`src/rtl/freq_limit_jump_dc_brake_defs.svh`:
```
// constants for the frequency limit, jump band and dc braking block
// assumes frequencies in 0.01 Hz, percents in 1 %, block time in 10 ms ticks
// and brake times in 0.1 s; included by the braking top module only
`ifndef FREQ_LIMIT_JUMP_DC_BRAKE_DEFS_SVH
`define FREQ_LIMIT_JUMP_DC_BRAKE_DEFS_SVH

// clock and tick
`define CLK_HZ 40000000
`define TICK_MS 10
`define TIME_SCALE 13'h000A

// register word indices, byte address is four times the index
`define OFS_CTRL 4'h0
`define OFS_MAXF 4'h1
`define OFS_STARTF 4'h2
`define OFS_LIMITS 4'h3
`define OFS_JUMP1 4'h4
`define OFS_JUMP2 4'h5
`define OFS_JUMP3 4'h6
`define OFS_SETF 4'h7
`define OFS_PREBLK 4'h8
`define OFS_STOPBRK 4'h9
`define OFS_BRKF 4'hA
`define OFS_STARTBRK 4'hB
`define OFS_MOTOR 4'hC
`define OFS_RAMP 4'hD
`define OFS_STATUS 4'hE

// control register fields
`define CTRL_LIMIT_BIT 0
`define CTRL_JUMP_BIT 1
`define CTRL_STOP_LSB 2
`define CTRL_INERTIA_LSB 4
`define CTRL_INPUT3_LSB 6

// reset values and ranges
`define MAXF_RST 16'h1770
`define MAXF_MIN 16'h0FA0
`define MAXF_MAX 16'h9C40
`define STARTF_RST 16'h0032
`define STARTF_MIN 16'h000A
`define STARTF_MAX 16'h03E8
`define LOWER_RST 16'h0032
`define UPPER_RST 16'h1770
`define JUMP1_LOW_RST 16'h03E8
`define JUMP1_HIGH_RST 16'h05DC
`define JUMP2_LOW_RST 16'h07D0
`define JUMP2_HIGH_RST 16'h09C4
`define JUMP3_LOW_RST 16'h0BB8
`define JUMP3_HIGH_RST 16'h0DAC
`define SETF_RST 16'h0000
`define PREBLK_RST 13'h0000
`define PREBLK_MAX 13'h1770
`define STOPT_RST 10'h00A
`define STARTT_RST 10'h000
`define BRAKE_TIME_MAX 10'h258
`define STOPA_RST 8'h32
`define STARTA_RST 8'h32
`define PCT_MAX 8'hC8
`define BRKF_RST 16'h01F4
`define BRKF_MAX 16'h1770
`define RATED_RST 16'h0064
`define RAMP_RST 16'h000A
`define INPUT3_RST 5'h02
`define INPUT3_DC_STOP 5'h0B
`define GAIN_LOW 8'h10
`define GAIN_MID 8'h20
`define GAIN_HIGH 8'h40

`endif

```
`src/rtl/freq_limit_jump_dc_brake_pkg.sv`:
```
// types shared by the conditioner, its interface and the braking top
// assumes the constants header sits beside it
package freq_limit_jump_dc_brake_pkg;

  typedef logic [15:0] freq_t;

  typedef enum logic [2:0] {
    ST_STOPPED = 3'b000,
    ST_HOLD_DC = 3'b001,
    ST_START_DC = 3'b010,
    ST_RUN = 3'b011,
    ST_DECEL = 3'b100,
    ST_BLOCK = 3'b101,
    ST_STOP_DC = 3'b110
  } brake_state_e;

  typedef enum logic [1:0] {
    STOP_DECEL = 2'b00,
    STOP_DC = 2'b01,
    STOP_COAST = 2'b10
  } stop_method_e;

  typedef struct packed {
    freq_t prev_set;
    logic falling;
    freq_t cond_freq;
  } cond_state_s;

  typedef struct packed {
    logic wait_req;
    logic [31:0] readdata;
    logic limit_enable;
    logic jump_enable;
    logic [1:0] stop_method;
    logic [1:0] load_inertia_class;
    logic [4:0] input3_function;
    freq_t max_frequency;
    freq_t start_frequency;
    freq_t lower_freq_limit;
    freq_t upper_freq_limit;
    freq_t [2:0] jump_low;
    freq_t [2:0] jump_high;
    freq_t set_freq;
    logic [12:0] pre_brake_block_time;
    logic [9:0] stop_brake_time;
    logic [7:0] stop_brake_amount;
    freq_t brake_start_freq;
    logic [9:0] start_brake_time;
    logic [7:0] start_brake_amount;
    freq_t rated_motor_current;
    freq_t ramp_step;
    logic [1:0] run_sync;
    logic [1:0] mi3_sync;
    logic [18:0] tick_cnt;
    logic tick;
    brake_state_e state;
    logic [12:0] phase_cnt;
    freq_t out_freq;
    logic out_enable;
    logic dc_inject;
    logic [15:0] dc_level;
    logic [7:0] brake_gain;
  } top_state_s;

endpackage : freq_limit_jump_dc_brake_pkg

```
`src/rtl/freq_cond_if.sv`:
```
// carries settings into the frequency conditioner and its result back
// assumes both ends share the top's clock and synchronous reset
`timescale 1ns/1ps
`default_nettype none
interface freq_cond_if;
  import freq_limit_jump_dc_brake_pkg::*;
  logic clk;
  logic rst;
  freq_t set_freq;
  freq_t max_frequency;
  freq_t start_frequency;
  logic limit_enable;
  freq_t lower_freq_limit;
  freq_t upper_freq_limit;
  logic jump_enable;
  freq_t [2:0] jump_low;
  freq_t [2:0] jump_high;
  freq_t cond_freq;

  modport cond (
    input clk, rst, set_freq, max_frequency, start_frequency, limit_enable,
    input lower_freq_limit, upper_freq_limit, jump_enable, jump_low, jump_high,
    output cond_freq
  );
  modport user (
    output clk, rst, set_freq, max_frequency, start_frequency, limit_enable,
    output lower_freq_limit, upper_freq_limit, jump_enable, jump_low, jump_high,
    input cond_freq
  );
endinterface : freq_cond_if
`default_nettype wire

```
`src/rtl/freq_conditioner.sv`:
```
// conditions the commanded frequency: max clamp, user limits, jump bands
// with direction hysteresis, then start-frequency zeroing
// assumes settings are already range-checked by the register file
`timescale 1ns/1ps
`default_nettype none
module freq_conditioner
  import freq_limit_jump_dc_brake_pkg::*;
(
  freq_cond_if.cond cif
);

  cond_state_s state_reg;
  cond_state_s state_next;
  logic [2:0] in_band;
  freq_t f_max;
  freq_t f_lim;
  freq_t f_jump;

  genvar gi;
  generate
    for (gi = 0; gi < 3; gi++) begin : g_band
      assign in_band[gi] = cif.jump_enable && (f_lim >= cif.jump_low[gi]) &&
                           (f_lim <= cif.jump_high[gi]); // [RULE4]
    end
  endgenerate

  always_comb begin
    state_next = state_reg;
    f_max = (cif.set_freq > cif.max_frequency) ? cif.max_frequency : cif.set_freq; // [RULE1] [RULE20]
    f_lim = f_max;
    if (cif.limit_enable) begin
      if (f_lim > cif.upper_freq_limit) f_lim = cif.upper_freq_limit; // [RULE3]
      if (f_lim < cif.lower_freq_limit) f_lim = cif.lower_freq_limit; // [RULE3]
    end
    // an unchanged setting keeps the last direction so a held band edge stays put
    if (f_lim > state_reg.prev_set) state_next.falling = 1'b0;
    else if (f_lim < state_reg.prev_set) state_next.falling = 1'b1;
    state_next.prev_set = f_lim;
    f_jump = f_lim;
    for (int i = 2; i >= 0; i--) begin
      if (in_band[i]) begin
        f_jump = state_next.falling ? cif.jump_high[i] : cif.jump_low[i]; // [RULE6] [RULE7]
      end
    end
    state_next.cond_freq = (f_jump < cif.start_frequency) ? 16'h0000 : f_jump; // [RULE2] [RULE20]
  end

  always_ff @(posedge cif.clk) begin
    if (cif.rst) begin
      state_reg <= '0;
    end else begin
      state_reg <= state_next;
    end
  end

  assign cif.cond_freq = state_reg.cond_freq;

endmodule : freq_conditioner
`default_nettype wire

```
`src/rtl/freq_limit_jump_dc_brake.sv`:
```
// frequency limit, jump band and dc braking controller with an avalon slave
// assumes run and input 3 pins are asynchronous; avalon on I_CLOCK
//
// How it works
// [RULE1] every frequency setting except base frequency is kept at or below max frequency
// [RULE2] a conditioned frequency below the start frequency becomes zero
// [RULE3] limit option one holds the set frequency between the user lower and upper limits
// [RULE4] jump option one keeps the command frequency out of three bands
// [RULE5] band bounds are accepted only between start and max, low not above high
// [RULE6] rising into a band holds the low bound until the setting passes above
// [RULE7] falling into a band holds the high bound until the setting drops below
// [RULE8] stop method one decelerates, then injects dc from the braking frequency
// [RULE9] output is blocked for the pre-brake block time before stop dc injection
// [RULE10] stop dc injection lasts the stop braking duration, up to 60 s
// [RULE11] stop dc level is a percentage, 0 to 200, of rated motor current
// [RULE12] stop dc injection starts at the braking frequency, start frequency to 60 Hz
// [RULE13] zero stop braking amount or duration skips stop dc injection
// [RULE14] load inertia class 0, 1, 2 selects the dc braking controller gain
// [RULE15] on start, dc at the start amount for start time, then accelerate
// [RULE16] zero start amount or time skips start dc and accelerates at once
// [RULE17] input 3 with function 11 requests dc braking while stopped at start amount
// [RULE18] stop method zero ramps down to zero, then stops running
// [RULE19] stop method two switches the output off at once, motor coasts
// [RULE20] conditioning order: max clamp, user limits, jump bands, start zeroing
// [RULE21] sequence decel, block, dc, stopped; a run command aborts the rest
`timescale 1ns/1ps
`default_nettype none
`include "freq_limit_jump_dc_brake_defs.svh"
module freq_limit_jump_dc_brake
  import freq_limit_jump_dc_brake_pkg::*;
#(
  parameter int TICK_CYCLES = `CLK_HZ / 1000 * `TICK_MS
) (
  input wire logic I_CLOCK,
  input wire logic I_RST,
  input wire logic [3:0] I_AVS_ADDRESS,
  input wire logic I_AVS_READ,
  input wire logic I_AVS_WRITE,
  input wire logic [31:0] I_AVS_WRITEDATA,
  input wire logic I_RUN,
  input wire logic I_MULTI_INPUT_3,
  output logic [31:0] O_AVS_READDATA,
  output logic O_AVS_WAITREQUEST,
  output logic [15:0] O_OUT_FREQ,
  output logic O_OUT_ENABLE,
  output logic O_DC_INJECT,
  output logic [15:0] O_DC_LEVEL,
  output logic [7:0] O_BRAKE_GAIN
);

  top_state_s state_reg;
  top_state_s state_next;
  freq_cond_if cif ();

  freq_conditioner u_cond (
    .cif(cif)
  );

  assign cif.clk = I_CLOCK;
  assign cif.rst = I_RST;
  assign cif.set_freq = state_reg.set_freq;
  assign cif.max_frequency = state_reg.max_frequency;
  assign cif.start_frequency = state_reg.start_frequency;
  assign cif.limit_enable = state_reg.limit_enable;
  assign cif.lower_freq_limit = state_reg.lower_freq_limit;
  assign cif.upper_freq_limit = state_reg.upper_freq_limit;
  assign cif.jump_enable = state_reg.jump_enable;
  assign cif.jump_low = state_reg.jump_low;
  assign cif.jump_high = state_reg.jump_high;

  function automatic freq_t clamp_f(input freq_t v, input freq_t lo, input freq_t hi);
    clamp_f = (v < lo) ? lo : ((v > hi) ? hi : v);
  endfunction : clamp_f

  function automatic freq_t ramp_to(input freq_t cur, input freq_t tgt, input freq_t step);
    if (cur < tgt) ramp_to = ((tgt - cur) > step) ? freq_t'(cur + step) : tgt;
    else ramp_to = ((cur - tgt) > step) ? freq_t'(cur - step) : tgt;
  endfunction : ramp_to

  logic run_cmd;
  logic mi3_cmd;
  logic start_dc_skip;
  logic stop_dc_skip;
  logic [12:0] phase_target;
  logic [23:0] dc_product;
  logic [7:0] dc_amount;
  freq_t wr_lo;
  freq_t wr_hi;
  logic [31:0] rd_mux;

  always_comb begin
    state_next = state_reg;
    run_cmd = state_reg.run_sync[1];
    mi3_cmd = state_reg.mi3_sync[1] && (state_reg.input3_function == `INPUT3_DC_STOP); // [RULE17]
    start_dc_skip = (state_reg.start_brake_amount == 8'h00) ||
                    (state_reg.start_brake_time == 10'h000); // [RULE16]
    stop_dc_skip = (state_reg.stop_brake_amount == 8'h00) ||
                   (state_reg.stop_brake_time == 10'h000); // [RULE13]
    wr_lo = I_AVS_WRITEDATA[15:0];
    wr_hi = I_AVS_WRITEDATA[31:16];
    dc_amount = 8'h00;
    phase_target = 13'h0000;

    // pins pass two flops before anything reads them
    state_next.run_sync = {state_reg.run_sync[0], I_RUN};
    state_next.mi3_sync = {state_reg.mi3_sync[0], I_MULTI_INPUT_3};

    // 10 ms tick from the main clock
    state_next.tick = 1'b0;
    if (state_reg.tick_cnt == 19'(TICK_CYCLES - 1)) begin
      state_next.tick_cnt = 19'h00000;
      state_next.tick = 1'b1;
    end else begin
      state_next.tick_cnt = state_reg.tick_cnt + 19'h00001;
    end

    // avalon slave: one wait cycle, then the answer; writes land on the answer edge
    case (I_AVS_ADDRESS)
      `OFS_CTRL: rd_mux = {21'h000000, state_reg.input3_function,
                           state_reg.load_inertia_class, state_reg.stop_method,
                           state_reg.jump_enable, state_reg.limit_enable};
      `OFS_MAXF: rd_mux = {16'h0000, state_reg.max_frequency};
      `OFS_STARTF: rd_mux = {16'h0000, state_reg.start_frequency};
      `OFS_LIMITS: rd_mux = {state_reg.upper_freq_limit, state_reg.lower_freq_limit};
      `OFS_JUMP1: rd_mux = {state_reg.jump_high[0], state_reg.jump_low[0]};
      `OFS_JUMP2: rd_mux = {state_reg.jump_high[1], state_reg.jump_low[1]};
      `OFS_JUMP3: rd_mux = {state_reg.jump_high[2], state_reg.jump_low[2]};
      `OFS_SETF: rd_mux = {16'h0000, state_reg.set_freq};
      `OFS_PREBLK: rd_mux = {19'h00000, state_reg.pre_brake_block_time};
      `OFS_STOPBRK: rd_mux = {8'h00, state_reg.stop_brake_amount, 6'h00,
                              state_reg.stop_brake_time};
      `OFS_BRKF: rd_mux = {16'h0000, state_reg.brake_start_freq};
      `OFS_STARTBRK: rd_mux = {8'h00, state_reg.start_brake_amount, 6'h00,
                               state_reg.start_brake_time};
      `OFS_MOTOR: rd_mux = {16'h0000, state_reg.rated_motor_current};
      `OFS_RAMP: rd_mux = {16'h0000, state_reg.ramp_step};
      `OFS_STATUS: rd_mux = {8'h00, 2'h0, state_reg.dc_inject, state_reg.out_enable,
                             1'b0, state_reg.state, state_reg.out_freq};
      default: rd_mux = 32'h00000000;
    endcase
    state_next.wait_req = 1'b1;
    if ((I_AVS_READ || I_AVS_WRITE) && state_reg.wait_req) begin
      state_next.wait_req = 1'b0;
      state_next.readdata = I_AVS_READ ? rd_mux : 32'h00000000;
    end
    if (I_AVS_WRITE && !state_reg.wait_req) begin
      case (I_AVS_ADDRESS)
        `OFS_CTRL: begin
          state_next.limit_enable = I_AVS_WRITEDATA[`CTRL_LIMIT_BIT];
          state_next.jump_enable = I_AVS_WRITEDATA[`CTRL_JUMP_BIT];
          state_next.stop_method = I_AVS_WRITEDATA[`CTRL_STOP_LSB +: 2];
          state_next.load_inertia_class = I_AVS_WRITEDATA[`CTRL_INERTIA_LSB +: 2];
          state_next.input3_function = I_AVS_WRITEDATA[`CTRL_INPUT3_LSB +: 5];
        end
        `OFS_MAXF: state_next.max_frequency = clamp_f(wr_lo, `MAXF_MIN, `MAXF_MAX);
        `OFS_STARTF: state_next.start_frequency = clamp_f(wr_lo, `STARTF_MIN,
                                                          `STARTF_MAX);
        `OFS_LIMITS: begin
          state_next.upper_freq_limit = clamp_f(wr_hi, 16'h0000,
                                                state_reg.max_frequency); // [RULE1]
          state_next.lower_freq_limit = clamp_f(wr_lo, state_reg.start_frequency,
                                                state_next.upper_freq_limit);
        end
        `OFS_JUMP1, `OFS_JUMP2, `OFS_JUMP3: begin
          // a band outside start..max or turned round is refused whole
          if ((wr_lo >= state_reg.start_frequency) && (wr_lo <= wr_hi) &&
              (wr_hi <= state_reg.max_frequency)) begin // [RULE5]
            state_next.jump_low[I_AVS_ADDRESS[1:0] - 2'h0] = wr_lo;
            state_next.jump_high[I_AVS_ADDRESS[1:0] - 2'h0] = wr_hi;
          end
        end
        `OFS_SETF: state_next.set_freq = clamp_f(wr_lo, 16'h0000,
                                                 state_reg.max_frequency); // [RULE1]
        `OFS_PREBLK: state_next.pre_brake_block_time =
            (I_AVS_WRITEDATA[12:0] > `PREBLK_MAX) ? `PREBLK_MAX : I_AVS_WRITEDATA[12:0];
        `OFS_STOPBRK: begin
          state_next.stop_brake_time = (I_AVS_WRITEDATA[9:0] > `BRAKE_TIME_MAX) ?
                                       `BRAKE_TIME_MAX : I_AVS_WRITEDATA[9:0]; // [RULE10]
          state_next.stop_brake_amount = (I_AVS_WRITEDATA[23:16] > `PCT_MAX) ?
                                         `PCT_MAX : I_AVS_WRITEDATA[23:16]; // [RULE11]
        end
        `OFS_BRKF: state_next.brake_start_freq = clamp_f(wr_lo, state_reg.start_frequency,
            (state_reg.max_frequency < `BRKF_MAX) ? state_reg.max_frequency
                                                  : `BRKF_MAX); // [RULE12]
        `OFS_STARTBRK: begin
          state_next.start_brake_time = (I_AVS_WRITEDATA[9:0] > `BRAKE_TIME_MAX) ?
                                        `BRAKE_TIME_MAX : I_AVS_WRITEDATA[9:0];
          state_next.start_brake_amount = (I_AVS_WRITEDATA[23:16] > `PCT_MAX) ?
                                          `PCT_MAX : I_AVS_WRITEDATA[23:16];
        end
        `OFS_MOTOR: state_next.rated_motor_current = wr_lo;
        `OFS_RAMP: state_next.ramp_step = wr_lo;
        default: state_next.readdata = state_reg.readdata;
      endcase
    end

    // braking sequencer, counting 10 ms ticks in phase_cnt
    case (state_reg.state)
      ST_START_DC: phase_target = 13'(state_reg.start_brake_time * `TIME_SCALE);
      ST_BLOCK: phase_target = state_reg.pre_brake_block_time;
      ST_STOP_DC: phase_target = 13'(state_reg.stop_brake_time * `TIME_SCALE);
      default: phase_target = 13'h0000;
    endcase
    if (state_reg.tick) state_next.phase_cnt = state_reg.phase_cnt + 13'h0001;

    case (state_reg.state)
      ST_STOPPED: begin
        state_next.out_freq = 16'h0000;
        state_next.phase_cnt = 13'h0000;
        if (run_cmd) begin
          state_next.state = start_dc_skip ? ST_RUN : ST_START_DC; // [RULE15] [RULE16]
        end else if (mi3_cmd) begin
          state_next.state = ST_HOLD_DC; // [RULE17]
        end
      end
      ST_HOLD_DC: begin
        if (run_cmd || !mi3_cmd) state_next.state = ST_STOPPED;
      end
      ST_START_DC: begin
        if (!run_cmd) begin
          state_next.state = ST_STOPPED;
        end else if (state_reg.phase_cnt >= phase_target) begin
          state_next.state = ST_RUN; // [RULE15]
        end
      end
      ST_RUN: begin
        if (state_reg.tick) begin
          state_next.out_freq = ramp_to(state_reg.out_freq, cif.cond_freq,
                                        state_reg.ramp_step);
        end
        if (!run_cmd) begin
          if (state_reg.stop_method == STOP_COAST) begin
            state_next.state = ST_STOPPED; // [RULE19]
            state_next.out_freq = 16'h0000;
          end else begin
            state_next.state = ST_DECEL;
          end
        end
      end
      ST_DECEL: begin
        if (state_reg.tick) begin
          state_next.out_freq = ramp_to(state_reg.out_freq, 16'h0000,
                                        state_reg.ramp_step); // [RULE18]
        end
        if (run_cmd) begin
          state_next.state = ST_RUN; // [RULE21]
        end else if ((state_reg.stop_method == STOP_DC) && !stop_dc_skip &&
                     (state_reg.out_freq <= state_reg.brake_start_freq)) begin
          state_next.state = ST_BLOCK; // [RULE8] [RULE12] [RULE21]
          state_next.out_freq = 16'h0000;
          state_next.phase_cnt = 13'h0000;
        end else if (state_reg.out_freq == 16'h0000) begin
          state_next.state = ST_STOPPED; // [RULE18] [RULE13]
        end
      end
      ST_BLOCK: begin
        if (run_cmd) begin
          state_next.state = ST_RUN; // [RULE21]
        end else if (state_reg.phase_cnt >= phase_target) begin
          state_next.state = ST_STOP_DC; // [RULE9]
          state_next.phase_cnt = 13'h0000;
        end
      end
      ST_STOP_DC: begin
        if (run_cmd) begin
          state_next.state = ST_RUN; // [RULE21]
        end else if (state_reg.phase_cnt >= phase_target) begin
          state_next.state = ST_STOPPED; // [RULE10]
        end
      end
      default: state_next.state = ST_STOPPED;
    endcase

    // outputs follow the state being entered, so they change with it
    case (state_next.state)
      ST_HOLD_DC, ST_START_DC: dc_amount = state_reg.start_brake_amount; // [RULE15] [RULE17]
      ST_STOP_DC: dc_amount = state_reg.stop_brake_amount; // [RULE11]
      default: dc_amount = 8'h00;
    endcase
    state_next.dc_inject = (state_next.state == ST_HOLD_DC) ||
                           (state_next.state == ST_START_DC) ||
                           (state_next.state == ST_STOP_DC);
    state_next.out_enable = (state_next.state != ST_STOPPED) &&
                            (state_next.state != ST_BLOCK); // [RULE9] [RULE19]
    dc_product = 24'(dc_amount) * 24'(state_reg.rated_motor_current);
    state_next.dc_level = 16'(dc_product / 24'h000064); // [RULE11]
    case (state_reg.load_inertia_class)
      2'h0: state_next.brake_gain = `GAIN_LOW; // [RULE14]
      2'h1: state_next.brake_gain = `GAIN_MID; // [RULE14]
      default: state_next.brake_gain = `GAIN_HIGH; // [RULE14]
    endcase
  end

  always_ff @(posedge I_CLOCK) begin
    if (I_RST) begin
      state_reg <= '0;
      state_reg.wait_req <= 1'b1;
      state_reg.stop_method <= STOP_DECEL;
      state_reg.input3_function <= `INPUT3_RST;
      state_reg.max_frequency <= `MAXF_RST;
      state_reg.start_frequency <= `STARTF_RST;
      state_reg.lower_freq_limit <= `LOWER_RST;
      state_reg.upper_freq_limit <= `UPPER_RST;
      state_reg.jump_low <= {`JUMP3_LOW_RST, `JUMP2_LOW_RST, `JUMP1_LOW_RST};
      state_reg.jump_high <= {`JUMP3_HIGH_RST, `JUMP2_HIGH_RST, `JUMP1_HIGH_RST};
      state_reg.set_freq <= `SETF_RST;
      state_reg.pre_brake_block_time <= `PREBLK_RST;
      state_reg.stop_brake_time <= `STOPT_RST;
      state_reg.stop_brake_amount <= `STOPA_RST;
      state_reg.brake_start_freq <= `BRKF_RST;
      state_reg.start_brake_time <= `STARTT_RST;
      state_reg.start_brake_amount <= `STARTA_RST;
      state_reg.rated_motor_current <= `RATED_RST;
      state_reg.ramp_step <= `RAMP_RST;
      state_reg.state <= ST_STOPPED;
      state_reg.brake_gain <= `GAIN_LOW;
    end else begin
      state_reg <= state_next;
    end
  end

  assign O_AVS_READDATA = state_reg.readdata;
  assign O_AVS_WAITREQUEST = state_reg.wait_req;
  assign O_OUT_FREQ = state_reg.out_freq;
  assign O_OUT_ENABLE = state_reg.out_enable;
  assign O_DC_INJECT = state_reg.dc_inject;
  assign O_DC_LEVEL = state_reg.dc_level;
  assign O_BRAKE_GAIN = state_reg.brake_gain;

endmodule : freq_limit_jump_dc_brake
`default_nettype wire

```
`config.mk`:
```
export PLATFORM = sky130hd
export DESIGN_NAME = freq_limit_jump_dc_brake
export DESIGN_NICKNAME = d
export VERILOG_FILES = /design/src/rtl/freq_limit_jump_dc_brake_pkg.sv /design/src/rtl/freq_cond_if.sv /design/src/rtl/freq_conditioner.sv /design/src/rtl/freq_limit_jump_dc_brake.sv
export VERILOG_INCLUDE_DIRS = /design/src /design/src/rtl
export SDC_FILE = /design/constraint.sdc
export NUM_CORES = 2
export LEC_CHECK = 0
export BUFFER_PORTS_ARGS = -buffer_cell sky130_fd_sc_hd__buf_4
export CAP_MARGIN = 20
export CORE_ASPECT_RATIO = 1.5
export CORE_MARGIN = 3
export CORE_UTILIZATION = 25
export CTS_BUF_LIST = sky130_fd_sc_hd__clkbuf_8
export DETAILED_ROUTE_END_ITERATION = 6
export PLACE_DENSITY = 0.35
export SLEW_MARGIN = 0
export SYNTH_ARGS = -nofsm -noshare
export SYNTH_HDL_FRONTEND = slang
export SYNTH_SLANG_ARGS = --single-unit
export TNS_END_PERCENT = 100
```
`constraint.sdc`:
```
create_clock -name I_CLOCK -period 22.8 [get_ports I_CLOCK]
set_clock_uncertainty 0.1 [all_clocks]
set_input_delay 4.56 -clock I_CLOCK [delete_from_list [all_inputs] [get_ports I_CLOCK]]
set_output_delay 4.56 -clock I_CLOCK [all_outputs]
set_load 0.05 [all_outputs]
```
* Word-level counts from Yosys, hierarchy flattened
Cells that the tools add are included.
** Word-level totals
- Output and inout bits :: 75
- Input port bits :: 42
- Register bits :: 432
** Operators by class
- Reductions and logical operators :: 51
- Divide/modulo/power cells :: 1
- Equality and inequality tests :: 30
- Add/sub/neg operators :: 7
- $lt $le $gt $ge :: 40
- Mux-type cells :: 87
- Multiply operators :: 3
** Operators with widths (count)
- 2-to-1 mux 16 bit :: 42
- one-hot mux 32 bit (15 select lines) :: 1
- 2-to-1 mux 316 bit :: 1
- 2-to-1 mux 96 bit :: 2
- greater-than comparator 16 bit :: 11
- bitwise mux 48 bit :: 2
- <= comparator 16 bit :: 6
- 2-to-1 mux 32 bit :: 3
- less-than comparator 16 bit :: 5
- one-hot mux 13 bit (3 select lines) :: 2
- greater-or-equal comparator 16 bit :: 4
- 2-to-1 mux 29 bit :: 2
- 2-to-1 mux 13 bit :: 4
- less-than comparator 16 x 1 -> 1 bit, second input constant :: 3
- one-hot mux 16 bit (3 select lines) :: 1
- subtractor 16 bit :: 3
- 2-to-1 mux 3 bit :: 13
- 2-to-1 mux 18 bit :: 2
- 2-to-1 mux 33 bit :: 1
- demux 16 bit (select 2 bit) :: 1
- == test 4 bit, second input constant :: 7
- divider 24 x 7 -> 24 bit, second input constant :: 1
- multiplier 10 x 3 -> 12 bit, second input constant :: 2
- multiplier 8 x 16 -> 24 bit :: 1
- 49 further kinds :: 99

* Logic depth before layout (Yosys ltp)
- Word-level depth :: 17
- Gate-level depth with buffers :: 87
- Gate-level depth less buffers :: 81

* Modules after synthesis
A second synthesis with hierarchy kept.
** Unflattened totals
- Cells, all modules :: 5082
- Area total of the unflattened synthesis :: 40294.9 um2
** Modules (own cells, without submodules)
- freq_limit_jump_dc_brake :: instances 1, area an instance 32827.7 um2, seq. area each 7887.6 um2, cells an instance 4087
- freq_conditioner :: instances 1, area an instance 7467.2 um2, seq. area each 660.6 um2, cells an instance 995

* Worst setup path before layout
Ideal clock, no wire load.
- Kind :: reg-to-reg
- From :: register state_reg[56] (netlist name)
- To :: register state_reg (netlist bit O_DC_LEVEL[0])
- Buffers on the path :: 6
- Clock period less this slack :: 18.328 ns
- Setup slack :: 4.472 ns
- Data arrival time :: 18.100 ns
- Stages on the path, launching flop included :: 83
- Library setup time :: 0.128 ns
- Path through :: dfxtp_1 > clkbuf_1 > nor2b_1 > and2_1 > clkbuf_1 > a22oi_1 > ha_1 > a21o_1 > a21o_1 > a21oi_1 > nor2b_1 > o21ai_0 > nand2b_1 > a21oi_1 > nor2b_1 > o21ai_0 > nand2b_1 > a21oi_1 > [... 47 more ...] > nand2_1 > a221o_1 > a21boi_4 > mux2i_1 > nand2_1 > o211a_2 > a22oi_1 > o21bai_1 > a222oi_1 > o211ai_1 > o2bb2ai_2 > xor2_1 > a211oi_2 > a2111oi_2 > a211o_1 > nand3_1 > a211oi_1 > a211oi_2
** Between the ends
- Word-level cells in the longest chain between the ends :: 11
** Ends and longest elaborated chain
- start: declaration :: line freq_limit_jump_dc_brake.sv:51 : top_state_s state_reg;
- start signal: assignment :: line freq_limit_jump_dc_brake.sv:318 : state_reg <= state_next;
- == test 3 bit or == test 3 x 2 -> 1 bit (tied branches) :: line freq_limit_jump_dc_brake.sv:198, freq_limit_jump_dc_brake.sv:206
- one-hot mux 13 bit (3 select lines) :: line freq_limit_jump_dc_brake.sv:198 : case (state_reg.state)
- greater-or-equal comparator 13 bit :: line freq_limit_jump_dc_brake.sv:222, freq_limit_jump_dc_brake.sv:259, freq_limit_jump_dc_brake.sv:267
- 2-to-1 mux 3 bit (tied with other cells) :: line freq_limit_jump_dc_brake.sv:267 : end else if (state_reg.phase_cnt >= phase_target) begin
- 2-to-1 mux 3 bit, on equally long branches :: line freq_limit_jump_dc_brake.sv:265, freq_limit_jump_dc_brake.sv:220, freq_limit_jump_dc_brake.sv:257
- one-hot mux 3 bit (7 select lines) (*) :: line freq_limit_jump_dc_brake.sv:206 : case (state_reg.state)
- == test 3 x 1 -> 1 bit or == test 3 x 2 -> 1 bit (tied branches) :: line freq_limit_jump_dc_brake.sv:275 : case (state_next.state)
- OR reduction 2 bit :: line freq_limit_jump_dc_brake.sv:275
- one-hot mux 8 bit (2 select lines) (*) :: line freq_limit_jump_dc_brake.sv:275
- multiplier 8 x 16 -> 24 bit (*) :: line freq_limit_jump_dc_brake.sv:285 : dc_product = 24'(dc_amount) * 24'(state_reg.rated_motor_current);
- divider 24 x 7 -> 24 bit (*) :: line freq_limit_jump_dc_brake.sv:286 : state_next.dc_level = 16'(dc_product / 24'h000064);
Every way passes the cells marked *; elsewhere a longest branch is shown, timed or not.
A chain may end at the register's enable or synchronous reset.

* Worst setup path after layout
Ends and elaborated chain as after synthesis.

==> results.json <==
{
  "status": "finished clean",
  "dp_hpwl_um": 159000,
  "drc_errors": 0,
  "cp_common_cell": "o21ai_0",
  "nets": 5688,
  "clock_path_buffers": 3,
  "yosys_warnings": 0,
  "synth_top_cell_by_area": "dfxtp_1",
  "cts_tree": "yes",
  "antenna_found_initial": 8,
  "ant_nets": 0,
  "max_cap_violations": 0,
  "synth_ff_type": "dfxtp_1",
  "port_buffers": 111,
  "numCtsBuffers": 85,
  "place_congestion": 0.928,
  "setup_violations": 0,
  "hold_class": "register to register",
  "arrival_ns": 21.60,
  "ys_seq_area_share_pct": 21.4,
  "synth-seq-cells": 427,
  "clock_latency_ns": 0.85,
  "htree_levels": 3,
  "vdd_drop_max_mv": 0.0356,
  "dp.cells": 7066,
  "leakagePower_uw": 0.0187,
  "die_h_um": 495,
  "hold_viol": 0,
  "cp.depth": 80,
  "ys_types": 119,
  "multi_input_area_sq_um": 28400,
  "grt_overflow": 0,
  "ys_async_sr_fraction_pct": 0,
  "cp.buffers_inverters": 7,
  "rows": 178,
  "relSlewSlack_pct": 25.5,
  "cts-root-buf": "clkbuf_8",
  "cp_slowest_cell": "or4_1",
  "fin_cells": 7221,
  "clk_pin_slew_worst_paths_ns": 0.07,
  "whs_ns": 0.356,
  "dieArea_sq_um": 164000,
  "cts_num_sinks": 427,
  "grt_usage_pct": 24.0,
  "design_power_total_uw": 2170,
  "area_growth_pct": 12.0,
  "ff2ff_path_depth": 80,
  "wire_per_inst_um": 28.0,
  "fin_crit_sh_pct": 92.1,
  "rsz0062_at_grt": "no",
  "grt_max_degree": 135,
  "finalSetupTns_ns": 0,
  "critPathMaxStageDelay_ns": 0.67,
  "initial_utilization_pct": 25.3,
  "final_max_slew_viol_count": 0,
  "die_w_um": 332,
  "worst_pin_slew_ns": 1.11,
  "power.density_nw_per_um2": 48.6,
  "largest_reg_flops": 143,
  "hold_depth": 1,
  "synth_top_area_share_pct": 21.4,
  "wl_um": 202000,
  "synthTopCellsByArea": "dfxtp_1 21%, ha_1 15%, a21oi_1 5.3%",
  "required_ns": 23.41,
  "synth_edf_count": 0,
  "first_pass_iters": 7,
  "clock.fmax_ghz": 0.0476,
  "syn-instance-count": 5117,
  "period_needed_ns": 20.99,
  "num_io_pins": 117,
  "start_kind": "register",
  "crit_type": "register to register",
  "netlist_area_sq_um": 39900,
  "grt_pass1_vias": 38699,
  "grt_first_pass_wirelength_um": 288000,
  "crit_fanout": 16,
  "final_util_pct": 28.3,
  "cp_top_family": "compound AO/OA/AOI/OAI gates",
  "routed_via_density": 5.33,
  "core_region_area_sq_um": 158000,
  "fillCellCount": 17321,
  "avgSynthCellArea_sq_um": 7.80,
  "vias": 38515,
  "seqCellArea_sq_um": 8550,
  "worstSetupEndpointType": "register",
  "drt_iter0_drc": 2928,
  "drive_above_1_share_pct": 9.32
}
[cell usage after synthesis, types with 47 or more instances]
cell type	instances
a211oi_1	72
a21o_1	76
a21oi_1	419
a22oi_1	99
a31oi_1	50
and2_1	114
and3_1	47
buf_4	73
clkbuf_1	237
dfxtp_1	427
fa_1	90
ha_1	470
inv_1	416
mux2i_1	138
nand2_1	491
nand2b_1	82
nand3_1	59
nand4_1	69
nor2_1	449
nor2b_1	85
o211ai_1	129
o21ai_0	246
xnor2_1	80
xor2_1	52
[cell type report]
type | count | share of cell area (%)
clock inverters | 49 | 0.888
clock buffers | 101 | 3.11
repair buffers | 228 | 3.92
flip-flops and latches | 427 | 19.1
diodes | 2 | 0.0112
inverters | 416 | 3.50
multi-input cells | 3928 | 63.6
well taps | 2070 | 5.80
[stage by stage]
step / cell area (sq um) / worst slack [ns]
3_5_place_dp: 42800 / 1.15
5_1_grt: 44700 / 0.0385
2_1_floorplan: 39900 / 4.47
3_3_place_gp: 42800 / 1.46
6_report: 44700 / 1.81
4_1_cts: 44600 / 1.12
[worst register-to-register path, delay by kind of cell (launching register included)]
kind	cells	cell delay, ns
XOR/XNOR	3	0.91
buffers and inverters	7	0.67
multiplexers	2	0.59
flip-flops	1	0.59
adder cells (fa/ha/maj)	6	2.71
AO/OA/AOI/OAI	41	10.51
AND/OR/NAND/NOR	21	4.80
[worst paths after layout]
kind,start,to,slack (ns)
setup reg to reg,state_reg[56],O_DC_LEVEL[0],1.81
setup / recovery,state_reg[56],O_DC_LEVEL[0],1.81
hold reg to reg,state_next[81],run_cmd,0.36
hold / removal,state_next[81],run_cmd,0.36
[cells by family after synthesis]
kind of cell / Yosys count / synth area share [%]
xor+xnor: 138 / 3.14
simple gates: 1562 / 18.7
compound gates: 1512 / 25.7
mux: 145 / 3.66
other cells: 2 / 0.0188
fa+ha+maj: 563 / 19.3
flops: 427 / 21.4
buf+inv: 768 / 7.96
[per-layer routing]
metal,part of all wire [%],GRT usage (%),vias to the layer above,wire length (um)
li1,-,-,18147,-
met1,38,25.8,18828,76100
met2,50,43.8,1141,102000
met3,4.4,3.26,395,8930
met4,7.6,16.4,4,15300
met5,0.012,0,-,24
[power by group]
part	leakage (uW)	switching [uW]	internal [uW]	total (uW)
registers	0.00345	9.89	756	765
logic	0.0142	363	166	529
clock network	0.00102	423	455	877
[layout by cell type (no fill, tap or decap), drive strengths merged, types with 47 or more instances in the layout]
cell type  instances
mux2i            138
nand2            492
nand4             69
nor3              52
a21o              76
a21oi            426
xor2              55
xnor2             83
a31oi             52
nor2             449
a22oi             99
buf              227
o211ai           130
fa                90
ha               470
and2             120
and3              47
dfxtp            427
nand2b            83
clkbuf           102
nor2b             85
a211oi            79
o21ai            266
nand3             59
inv              448
[what timing repair did]
action | in CTS | in global routing
gates resized for setup | 0 | 18
buffers inserted | 0 | 0
hold buffers | 0 | 0
endpoints found under the setup margin | 0 | 2
No activity file was read; power rests on OpenSTA's default activity.
